## src/design/uls_pkg.sv

```systemverilog
// Package for the receive line status block: offsets, fields, types.
package uls_pkg;

    // ========================================================
    // Register map
    localparam logic [2:0] ULS_ADDR_STATUS = 3'h0; // line_status_reg
    localparam logic [2:0] ULS_ADDR_CTRL = 3'h1;   // control
    localparam logic [2:0] ULS_ADDR_DATA = 3'h2;   // receive data pop
    localparam logic [2:0] ULS_ADDR_DIV = 3'h3;    // bit period divisor

    // ========================================================
    // Status bit positions
    localparam int ULS_BIT_READY = 0;
    localparam int ULS_BIT_OVERRUN = 1;
    localparam int ULS_BIT_PARITY = 2;
    localparam int ULS_BIT_FRAMING = 3;
    localparam int ULS_BIT_BREAK = 4;
    localparam int ULS_BIT_FIFO_ERR = 7;

    // Control bit positions
    localparam int ULS_CTL_FIFO_EN = 0;
    localparam int ULS_CTL_PAR_EN = 1;
    localparam int ULS_CTL_PAR_EVEN = 2;

    // ========================================================
    // Reset values
    localparam logic [7:0] ULS_STATUS_RST = 8'h00;
    localparam logic [7:0] ULS_CTRL_RST = 8'h00;
    localparam logic [7:0] ULS_DIV_RST = 8'h10;
    localparam logic [7:0] ULS_BYTE_ZERO = 8'h00;

    // ========================================================
    // Character plus its own error flags, as stored per FIFO entry
    typedef struct packed {
        logic brk;
        logic framing;
        logic parity;
        logic [7:0] data;
    } uls_char_s;

    localparam int ULS_CHAR_W = 11;

    // Receiver states
    typedef enum logic [4:0] {
        ULS_IDLE = 5'h01,
        ULS_START = 5'h02,
        ULS_DATA = 5'h04,
        ULS_PAR = 5'h08,
        ULS_STOP = 5'h10
    } uls_state_e;

endpackage : uls_pkg

```

## src/design/uls_char_fifo.sv

```systemverilog
// Receive FIFO holding characters with their per-character error flags.
module uls_char_fifo #(
    parameter int DEPTH = 128,
    parameter int AW = 7
) (
    input wire logic mclk_in,
    input wire logic reset_n_in,
    input wire logic clear_in,
    input wire logic push_in,
    input wire uls_pkg::uls_char_s push_char_in,
    input wire logic pop_in,
    output uls_pkg::uls_char_s head_out,
    output logic [AW:0] count_out,
    output logic full_out,
    output logic [AW:0] err_count_out
);

    // ========================================================
    // Storage
    uls_pkg::uls_char_s mem [DEPTH];
    logic [AW-1:0] wr_ptr_reg;
    logic [AW-1:0] rd_ptr_reg;
    logic [AW:0] count_reg;
    logic [AW:0] err_count_reg;
    logic do_push;
    logic do_pop;
    logic push_err;
    logic pop_err;

    // Push refused when full; the caller flags overrun instead
    assign do_push = push_in && (count_reg != DEPTH[AW:0]);
    assign do_pop = pop_in && (count_reg != '0);
    assign push_err = push_char_in.brk | push_char_in.framing
        | push_char_in.parity;
    assign pop_err = mem[rd_ptr_reg].brk | mem[rd_ptr_reg].framing
        | mem[rd_ptr_reg].parity;

    // Entry write
    always_ff @(posedge mclk_in)
    begin
        if (do_push)
        begin
            mem[wr_ptr_reg] <= push_char_in;
        end
    end

    // Pointers and counts
    always_ff @(posedge mclk_in or negedge reset_n_in)
    begin
        if (!reset_n_in)
        begin
            wr_ptr_reg <= '0;
            rd_ptr_reg <= '0;
            count_reg <= '0;
            err_count_reg <= '0;
        end
        else if (clear_in)
        begin
            wr_ptr_reg <= '0;
            rd_ptr_reg <= '0;
            count_reg <= '0;
            err_count_reg <= '0;
        end
        else
        begin
            if (do_push)
            begin
                wr_ptr_reg <= wr_ptr_reg + 1'b1;
            end
            if (do_pop)
            begin
                rd_ptr_reg <= rd_ptr_reg + 1'b1;
            end
            count_reg <= count_reg + {{AW{1'b0}}, do_push}
                - {{AW{1'b0}}, do_pop};
            // Errored entries counted so the summary flag needs no scan
            err_count_reg <= err_count_reg
                + {{AW{1'b0}}, do_push & push_err}
                - {{AW{1'b0}}, do_pop & pop_err};
        end
    end

    assign head_out = mem[rd_ptr_reg];
    assign count_out = count_reg;
    assign full_out = (count_reg == DEPTH[AW:0]);
    assign err_count_out = err_count_reg;

endmodule : uls_char_fifo

```

## src/design/uls_line_status.sv

```systemverilog
// Receive line status: serial receiver, error flags and status register.
//
// Operation
// - Break flagged when receive line stays low a whole character frame.
// - FIFO mode: one break character stored, however long the line low.
// - Status bit 3 reports missing stop bit as framing error.
// - FIFO mode: framing flag describes the FIFO head character.
// - Status bit 2 reports received parity mismatch against configured parity.
// - FIFO mode: parity flag follows the FIFO head character.
// - Status bit 1 reports overrun: character completes while FIFO or holding register full.
// - FIFO mode overrun: shifter overwritten, nothing pushed, FIFO contents kept.
// - Status bit 0 high while any received character is held.
// - Overrun, parity, framing, ready all zero after reset.
// - Bit 7 set while any FIFO character carries an error flag.
module uls_line_status #(
    parameter int DEPTH = 128,
    parameter int AW = 7
) (
    input wire logic mclk_in,
    input wire logic reset_n_in,
    input wire logic rx_in,
    input wire logic [2:0] addr_in,
    input wire logic [7:0] wdata_in,
    input wire logic wr_in,
    input wire logic rd_in,
    output logic [7:0] rdata_out,
    output logic data_ready_out,
    output logic fifo_error_out
);

    // ========================================================
    // Declarations
    uls_pkg::uls_state_e state_reg;
    logic [7:0] ctrl_reg;
    logic [7:0] div_reg;
    logic [7:0] tick_reg;
    logic [3:0] bit_cnt_reg;
    logic [7:0] shift_reg;
    logic par_bit_reg;
    logic all_zero_reg;
    logic break_latched_reg;
    logic overrun_reg;
    logic push_reg;
    uls_pkg::uls_char_s push_char_reg;
    uls_pkg::uls_char_s hold_reg;
    logic hold_valid_reg;
    logic fifo_mode;
    logic half_tick;
    logic full_tick;
    logic pop;
    logic status_rd;
    logic ctrl_wr;
    logic mode_change;
    logic char_done;
    logic stop_ok;
    logic parity_bad;
    logic is_break;
    uls_pkg::uls_char_s done_char;
    uls_pkg::uls_char_s head;
    logic [AW:0] count;
    logic [AW:0] err_count;
    logic fifo_full;
    logic ready;
    logic fifo_err;
    logic [7:0] status;

    // ========================================================
    // Bus decode
    assign status_rd = rd_in && (addr_in == uls_pkg::ULS_ADDR_STATUS);
    assign pop = rd_in && (addr_in == uls_pkg::ULS_ADDR_DATA);
    assign ctrl_wr = wr_in && (addr_in == uls_pkg::ULS_ADDR_CTRL);
    assign mode_change = ctrl_wr && (wdata_in[uls_pkg::ULS_CTL_FIFO_EN]
        != ctrl_reg[uls_pkg::ULS_CTL_FIFO_EN]);
    assign fifo_mode = ctrl_reg[uls_pkg::ULS_CTL_FIFO_EN];

    // Control and divisor registers
    always_ff @(posedge mclk_in or negedge reset_n_in)
    begin
        if (!reset_n_in)
        begin
            ctrl_reg <= uls_pkg::ULS_CTRL_RST;
            div_reg <= uls_pkg::ULS_DIV_RST;
        end
        else if (wr_in)
        begin
            if (addr_in == uls_pkg::ULS_ADDR_CTRL)
            begin
                ctrl_reg <= wdata_in;
            end
            if (addr_in == uls_pkg::ULS_ADDR_DIV)
            begin
                div_reg <= wdata_in;
            end
        end
    end

    // ========================================================
    // Bit timing: div_reg clocks per bit, start, data and parity sampled at mid-bit
    assign half_tick = (tick_reg == {1'b0, div_reg[7:1]});
    assign full_tick = (tick_reg == div_reg - 8'h01);
    assign stop_ok = rx_in;
    assign parity_bad = ctrl_reg[uls_pkg::ULS_CTL_PAR_EN]
        && ((^shift_reg ^ par_bit_reg)
        != !ctrl_reg[uls_pkg::ULS_CTL_PAR_EVEN]);
    // Whole frame low, stop bit included, is a break
    assign is_break = all_zero_reg && !rx_in;
    assign char_done = (state_reg == uls_pkg::ULS_STOP) && half_tick;
    assign done_char = '{brk: is_break, framing: !stop_ok,
        parity: parity_bad, data: shift_reg};

    // Receive state machine
    always_ff @(posedge mclk_in or negedge reset_n_in)
    begin
        if (!reset_n_in)
        begin
            state_reg <= uls_pkg::ULS_IDLE;
            tick_reg <= uls_pkg::ULS_BYTE_ZERO;
            bit_cnt_reg <= 4'h0;
            shift_reg <= uls_pkg::ULS_BYTE_ZERO;
            par_bit_reg <= 1'b0;
            all_zero_reg <= 1'b0;
        end
        else
        begin
            tick_reg <= full_tick ? uls_pkg::ULS_BYTE_ZERO
                : tick_reg + 8'h01;
            unique case (state_reg)
                uls_pkg::ULS_IDLE:
                begin
                    tick_reg <= uls_pkg::ULS_BYTE_ZERO;
                    // Held-low line after a break starts nothing
                    if (!rx_in && !break_latched_reg)
                    begin
                        state_reg <= uls_pkg::ULS_START;
                    end
                end
                uls_pkg::ULS_START:
                begin
                    if (half_tick)
                    begin
                        // Glitch shorter than half a bit is ignored
                        state_reg <= rx_in ? uls_pkg::ULS_IDLE
                            : uls_pkg::ULS_DATA;
                        tick_reg <= uls_pkg::ULS_BYTE_ZERO;
                        bit_cnt_reg <= 4'h0;
                        all_zero_reg <= 1'b1;
                    end
                end
                uls_pkg::ULS_DATA:
                begin
                    if (full_tick)
                    begin
                        shift_reg <= {rx_in, shift_reg[7:1]};
                        all_zero_reg <= all_zero_reg & !rx_in;
                        bit_cnt_reg <= bit_cnt_reg + 4'h1;
                        if (bit_cnt_reg == 4'h7)
                        begin
                            state_reg <= ctrl_reg[uls_pkg::ULS_CTL_PAR_EN]
                                ? uls_pkg::ULS_PAR : uls_pkg::ULS_STOP;
                        end
                    end
                end
                uls_pkg::ULS_PAR:
                begin
                    if (full_tick)
                    begin
                        par_bit_reg <= rx_in;
                        all_zero_reg <= all_zero_reg & !rx_in;
                        state_reg <= uls_pkg::ULS_STOP;
                    end
                end
                uls_pkg::ULS_STOP:
                begin
                    // Stop sampled half a bit early: its half tick lands
                    // half a bit after the last data or parity bit's sample point
                    if (half_tick)
                    begin
                        state_reg <= uls_pkg::ULS_IDLE;
                    end
                end
            endcase
        end
    end

    // Break latch held until the line returns high
    always_ff @(posedge mclk_in or negedge reset_n_in)
    begin
        if (!reset_n_in)
        begin
            break_latched_reg <= 1'b0;
        end
        else if (char_done && is_break)
        begin
            break_latched_reg <= 1'b1;
        end
        else if (rx_in)
        begin
            break_latched_reg <= 1'b0;
        end
    end

    // ========================================================
    // Character hand-off: push to FIFO or load holding register
    always_ff @(posedge mclk_in or negedge reset_n_in)
    begin
        if (!reset_n_in)
        begin
            push_reg <= 1'b0;
            push_char_reg <= '0;
        end
        else
        begin
            // Full FIFO: character dropped, stored entries untouched
            push_reg <= char_done && fifo_mode && !fifo_full;
            push_char_reg <= done_char;
        end
    end

    // Non-FIFO mode: single holding register, newest character wins
    always_ff @(posedge mclk_in or negedge reset_n_in)
    begin
        if (!reset_n_in)
        begin
            hold_reg <= '0;
            hold_valid_reg <= 1'b0;
        end
        else if (mode_change)
        begin
            hold_valid_reg <= 1'b0;
        end
        else if (char_done && !fifo_mode)
        begin
            hold_reg <= done_char;
            hold_valid_reg <= 1'b1;
        end
        else if (pop && !fifo_mode)
        begin
            hold_valid_reg <= 1'b0;
        end
    end

    uls_char_fifo #(
        .DEPTH(DEPTH),
        .AW(AW)
    ) u_fifo (
        .mclk_in(mclk_in),
        .reset_n_in(reset_n_in),
        .clear_in(mode_change),
        .push_in(push_reg),
        .push_char_in(push_char_reg),
        .pop_in(pop && fifo_mode),
        .head_out(head),
        .count_out(count),
        .full_out(fifo_full),
        .err_count_out(err_count)
    );

    // ========================================================
    // Overrun flag: event set wins over a same-cycle read clear
    always_ff @(posedge mclk_in or negedge reset_n_in)
    begin
        if (!reset_n_in)
        begin
            overrun_reg <= 1'b0;
        end
        // Character completes with no room left
        else if (char_done && ((fifo_mode && fifo_full)
            || (!fifo_mode && hold_valid_reg)))
        begin
            overrun_reg <= 1'b1;
        end
        else if (status_rd)
        begin
            overrun_reg <= 1'b0;
        end
    end

    // ========================================================
    // Status assembly
    // Ready while any character held
    assign ready = fifo_mode ? (count != '0) : hold_valid_reg;
    // Any errored entry still in the FIFO
    assign fifo_err = fifo_mode && (err_count != '0);

    always_comb
    begin
        status = uls_pkg::ULS_STATUS_RST;
        status[uls_pkg::ULS_BIT_READY] = ready;
        status[uls_pkg::ULS_BIT_OVERRUN] = overrun_reg;
        // Head entry's own flags, so they track pops
        if (fifo_mode)
        begin
            status[uls_pkg::ULS_BIT_PARITY] = ready && head.parity;
            status[uls_pkg::ULS_BIT_FRAMING] = ready && head.framing;
            status[uls_pkg::ULS_BIT_BREAK] = ready && head.brk;
        end
        else
        begin
            status[uls_pkg::ULS_BIT_PARITY] = ready && hold_reg.parity;
            status[uls_pkg::ULS_BIT_FRAMING] = ready && hold_reg.framing;
            status[uls_pkg::ULS_BIT_BREAK] = ready && hold_reg.brk;
        end
        status[uls_pkg::ULS_BIT_FIFO_ERR] = fifo_err;
    end

    // ========================================================
    // Read data and status outputs, all registered
    // All three outputs zero out of reset
    always_ff @(posedge mclk_in or negedge reset_n_in)
    begin
        if (!reset_n_in)
        begin
            rdata_out <= uls_pkg::ULS_BYTE_ZERO;
            data_ready_out <= 1'b0;
            fifo_error_out <= 1'b0;
        end
        else
        begin
            data_ready_out <= ready;
            fifo_error_out <= fifo_err;
            rdata_out <= uls_pkg::ULS_BYTE_ZERO;
            if (rd_in)
            begin
                unique case (addr_in)
                    uls_pkg::ULS_ADDR_STATUS: rdata_out <= status;
                    uls_pkg::ULS_ADDR_CTRL: rdata_out <= ctrl_reg;
                    uls_pkg::ULS_ADDR_DATA: rdata_out <= fifo_mode
                        ? head.data : hold_reg.data;
                    uls_pkg::ULS_ADDR_DIV: rdata_out <= div_reg;
                    default: rdata_out <= uls_pkg::ULS_BYTE_ZERO;
                endcase
            end
        end
    end

endmodule : uls_line_status

```

## config.mk

```make
export PLATFORM = sky130hd
export DESIGN_NAME = uls_line_status
export DESIGN_NICKNAME = d
export VERILOG_FILES = /design/src/design/uls_pkg.sv /design/src/design/uls_char_fifo.sv /design/src/design/uls_line_status.sv
export SDC_FILE = /design/constraint.sdc
export NUM_CORES = 2
export LEC_CHECK = 0
export BUFFER_PORTS_ARGS = -buffer_cell sky130_fd_sc_hd__buf_2
export CAP_MARGIN = 10
export CORE_MARGIN = 3
export CORE_UTILIZATION = 65
export CTS_CLUSTER_DIAMETER = 200
export DETAILED_ROUTE_END_ITERATION = 10
export MAX_ROUTING_LAYER = met4
export PLACE_DENSITY = 0.81
export SLEW_MARGIN = 10
export SYNTH_ARGS = -nofsm -noshare
export SYNTH_HDL_FRONTEND = slang
export SYNTH_HIERARCHICAL = 1
export SYNTH_SLANG_ARGS = --single-unit
export TNS_END_PERCENT = 20
```

## constraint.sdc

```tcl
create_clock -name mclk_in -period 12.2 [get_ports mclk_in]
set_input_delay 1.22 -clock mclk_in [delete_from_list [all_inputs] [get_ports mclk_in]]
set_output_delay 1.22 -clock mclk_in [all_outputs]
set_load 0.1 [all_outputs]
```

== After elaboration in Yosys (flattened, before gate mapping) ==
Memory sizes are Yosys's and may differ from the RTL's.
Cells that the tools add are included.
Word-level totals
  bits in registers: 109
  latch bits: 0
  memory bits (writable): 1408
  bits in read-only memories: 0
  input bits: 16
  output and inout port bits: 10
  word-level logic and storage cells: 158
  memories kept: 1
Operators by class
  $add $sub $neg: 9
  $mul: 0
  divide/modulo/power cells: 0
  magnitude comparators: 0
  equal/unequal tests: 22
  shifts and indexed selects: 0
  muxes and demuxes: 38
  bitwise operators: 9
  reductions and logical operators: 52
Memory list
  u_fifo.mem: words 128, bits a word 11, read ports 1, clocked after memory_dff 0, wr ports 1, line uls_char_fifo.sv:20  | uls_pkg::uls_char_s mem [DEPTH];
Operator list (count)
  two-way mux 8 bit: 6
  two-way mux 5 bit: 7
  case mux 8 bit (4 select lines): 1
  two-way mux 7 bit: 4
  logical AND 1 bit: 26
  case mux 5 bit (5 select lines): 1
  adder 8 x 1 -> 8 bit: 2
  case mux 8 bit (2 select lines): 1
  nonzero test 8 bit: 2
  subtractor 8 x 1 -> 8 bit: 2
  adder 7 x 1 -> 7 bit (second input constant): 2
  two-way mux 1 bit: 12
  != test 2 bit (second input constant): 6
  nonzero test 2 bit: 6
  AND reduction 2 bit: 5
  adder 8 x 1 -> 8 bit (second input constant): 1
  equality test 8 x 7 -> 1 bit: 1
  equality test 8 bit: 1
  equality test 8 bit (second input constant): 1
  two-way mux 4 bit: 2
  != test 8 bit (second input constant): 1
  case mux 4 bit (2 select lines): 1
  XOR reduction 8 bit: 1
  subtractor 8 x 1 -> 8 bit (second input constant): 1
  other kinds (24): 37

== Logic depth before layout (Yosys ltp) ==
  word-level depth: 7
  gate-level depth with buffers: 23

== Cells and area by module ==
The synthesis kept the hierarchy.
By module, submodules not included
  uls_char_fifo: instances 1, cells an instance 2455, area each 55961.2 sq um
  uls_line_status: instances 1, cells an instance 360, area each 4011.3 sq um

== Least setup slack after synthesis ==
No wires, ideal clock.
  kind: reg-to-reg
  from: register u_fifo.rd_ptr_reg[0]
  to: register u_fifo.err_count_reg[7] (netlist: u_fifo/err_count_out[7])
  arrival time: 4164 ps
  setup slack: 7911 ps
  stages on the path, launching flop included: 20
  clock period less this slack: 4289 ps
  path through: dfrtp_1 buf_2 buf_2 buf_2 mux4_2 a22oi_1 nand3_1 a211oi_1 o22ai_1 o31a_1 ha_1 inv_1 ha_1 a21o_1 a21oi_1 o21bai_1 a21oi_1 o21bai_1 a21oi_1 mux2_2
RTL lines
  start, declared: line uls_char_fifo.sv:22  | logic [AW-1:0] rd_ptr_reg;
  start signal, assigned: line uls_char_fifo.sv:72  | rd_ptr_reg <= rd_ptr_reg + 1'b1;
  end signal, assigned: line uls_char_fifo.sv:77  | err_count_reg <= err_count_reg
  end, declared: line uls_char_fifo.sv:24  | logic [AW:0] err_count_reg;

==> results.md <==
* Status: complete, no violations
* Most frequent cells in the layout: 1408 x edfxtp_1, 426 x mux4_2, 180 x nor2_1
* DRC at 0
* CP max FO at 96
* Lkg Pwr at 23.6 nW
* HPWL Detailed at between 80000 and 90000 um
* Largest net degree at the start of global routing at 148
* I/O Pins at 26
* Sequential Power Share at 0.480
* Clock latency on the worst-skew pair at 760 ps
* Final Hold Vio Count at 0
* CP Cell Sequence: buf_4, buf_12, mux4_2, nor2b_1, a2111oi_0, a311oi_1, o21ai_0, o211ai_1, o31a_1, ha_1, inv_1, ha_1, a21o_1, a21oi_1, o21bai_1, a21oi_1, o21bai_1, a21oi_1, mux2_2
* MaxCap Viol Count at 0
* Internal at between 9 and 10 mW
* Period minus WS final at slightly below 7000 ps
* Synth Area per Inst at 21.3 um2
* Post-CTS Setup Bufs at 0
* Fin Clk Skew at 29.7 ps
* Hold Path Stages at 0
* Worst flop-to-flop path endpoint: u_fifo/err_count_out[7]
* Synth-to-layout area growth at 10.6%
* Hold path startpoint: shift_reg[0]
* Maximum VDD drop at 0.236 mV
* Mapped Nets at 2858
* Total power at 12.4 mW
* Die Wd at 310 um
* Flip-flop count of the largest register after layout at around 1400
* CTS tree: yes
* Via Count at 30995
* GPL Wtd Cong at 0.868
* CP required at 12830 ps
* First-pass GRT wire length at 222000 um
* Top post-synthesis cells by area: edfxtp_1 70%, mux4_2 16%, dfrtp_1 4.5%
* Synth top area share at 0.705
* Worst setup EP type: flop
* Cell variety after synth at 73
* Worst-Margin Slew at approximately 1400 ps
* Warnings from Yosys at 6
* Ys async rst share at 0.0719
* DIE HEIGHT at 310 um
* # rows at 110
* Synthesized flop and latch total at 1517
* Power share of the clock group at 0.363
* Share of layout cells above drive strength 1 at 0.278
* Vias in the first global route at about 31000
* Initial DRC count at 5566
* CP Buf/Inv Count at 3
* Hold_buf cts at 0
* Maximum root-to-sink buffer count at 3
* Post-layout nets at just under 3000
* Switch share at 0.261
* Root buffer cell: clkbuf_16
* CTS Buf Count at 145
* Crit Path Category: flop to flop
* R2R depth at 19
* Worst-path clk slew at ~60 ps
* Residual overflow from global routing at 0
* GRT Util Overall at 0.338
* Peak Freq at 0.147 GHz
* Slew HR at 0.0893
* Main synth FF type: edfxtp_1
* Die ar. at 95900 um2
* Hold EP: push_char_reg[0]
* Sum of negative setup slack at 0 ps
* Final Cycle Share at 0.557
* Hold Path Class: flop to flop
* Post-synthesis sequential area ratio at 0.751
* Avg WL per Cell at 35.9 um
* Total Wirelength at 151000 um
* DRT Pass-1 Iters at 6
* Yosys top cell by area: edfxtp_1
* Most common cell on crit path: a21oi_1
* Syn Std Cell Area at 60000 um2
* Startpoint types: flop
* Number of fill cells in the layout at 4553
* Remaining antenna violation count at 0
* Initial core utilization at 0.661
* Most common cell after layout, fill and taps aside: edfxtp_1
* WP data arrival at approximately 7400 ps
* Mapped Cells at approximately 2800
* R2r setup slk at 5410 ps
* Slowest stage delay, CP at 860 ps
* Resize count post-CTS at 0
* Initial antenna violation count at 11
* Endpoints failing setup at 0
* Slowest CP cell: dfrtp_4
* # clock sinks at roughly 1500
* Comb pwr share at 0.158
* Drt via density at 7.35
* Post-synth EDFFs at about 1400
* Critical path's top delay family: compound AO/OA/AOI/OAI gates
* Core area at 90700 um2
* NetSw at about 3.2 mW
* Input/output buffers at 25
* RSZ-0062 raised after global routing: false
* Slew Viols, Final at 0
* Cell Pwr Density at 187 nW/um2
* Worst r2r src: u_fifo/rd_ptr_reg[0]
* Max H-tree Level at 4
==> routing by layer <==
layer	wire length [um]	track usage	vias up
met4	7090	0.139	0
met2	74100	0.515	2621
li1	-	-	11823
met3	18900	0.0879	494
met5	0	-	-
met1	51200	0.443	16057
==> stage by stage <==
| stage | cells | utilization | setup WS [ps] | cell area, um2 | hold WS [ps] |
|---|---|---|---|---|---|
| after CTS | 4203 | 0.730 | 5480 | 66200 | 430 |
| final | 4217 | 0.731 | 5410 | 66300 | 443 |
| after floorplan | 2815 | - | 7910 | 60000 | 405 |
| after global placement | 3936 | 0.678 | 5860 | 61500 | 434 |
| after global routing | 4216 | 0.731 | 5060 | 66300 | 441 |
| after detailed placement | 3937 | 0.678 | 5750 | 61500 | 451 |
==> how the worst max path moves through the flow <==
stage	cells past startpoint	to	start	slack [ps]
after detailed placement	19	u_fifo/err_count_out[7]	u_fifo/rd_ptr_reg[0]	5750
after global routing	19	u_fifo/err_count_out[7]	u_fifo/rd_ptr_reg[0]	5060
after global placement	20	u_fifo/err_count_out[6]	u_fifo/rd_ptr_reg[0]	5860
final	19	u_fifo/err_count_out[7]	u_fifo/rd_ptr_reg[0]	5410
after CTS	19	u_fifo/err_count_out[7]	u_fifo/rd_ptr_reg[0]	5480
after floorplan	19	u_fifo/err_count_out[7]	u_fifo/rd_ptr_reg[0]	7910
==> synthesized netlist by cell type, types with 3 or more instances <==
master	instances
mux4_2	426
and3_1	6
xor2_1	23
a211o_1	3
o22ai_1	3
o21ai_0	22
and2_1	4
nand3_1	32
a211oi_1	6
buf_2	40
buf_4	13
nor2_1	193
dfrtp_1	107
buf_1	14
mux2_4	8
o211ai_1	3
ha_1	25
nand3b_1	5
mux2_2	50
a22o_1	3
or3_1	4
o31a_1	3
a21o_1	3
nand4_1	10
xnor2_1	30
edfxtp_1	1408
inv_1	29
mux2i_1	33
nor4_1	6
buf_6	4
nand2b_1	7
o21bai_1	11
nor2b_1	30
o2111ai_1	3
a22oi_1	15
a21oi_1	34
a222oi_1	3
nor3_1	19
a31oi_1	8
nand2_1	47
clkbuf_1	81
==> logic make-up after synthesis <==
kind of cell,synth area share
AOI/OAI and AO/OA,0.0158
xor gates and xnor gates,0.00774
and+or+nand+nor,0.0297
muxes,0.177
adders and majority gates,0.00588
DFF,0.751
buffers and inverters,0.0135
==> cell type report <==
class                      count  area [um2]  area share
sequential                  1517       45100       0.679
antenna                        9        22.5    0.000339
multi-input combinational   1117       14200       0.214
tap                         1176        1470      0.0222
clock buffer                 193        4000      0.0602
timing repair buffer         103         791      0.0119
inverter                      29         109     0.00164
clock inverter                73         702      0.0106
==> power groups by stage <==
stage          Combinational, mW  Clock [mW]  Sequential (mW)
6_report                    1.95        4.49             5.94
5_1_grt                     2.08        4.72             5.95
4_1_cts                     1.93        4.53             5.94
3_5_place_dp                1.88           0             6.05
3_3_place_gp                1.82           0             6.04
2_1_floorplan               1.57           0             5.96
No activity file was read; power rests on OpenSTA's default activity.
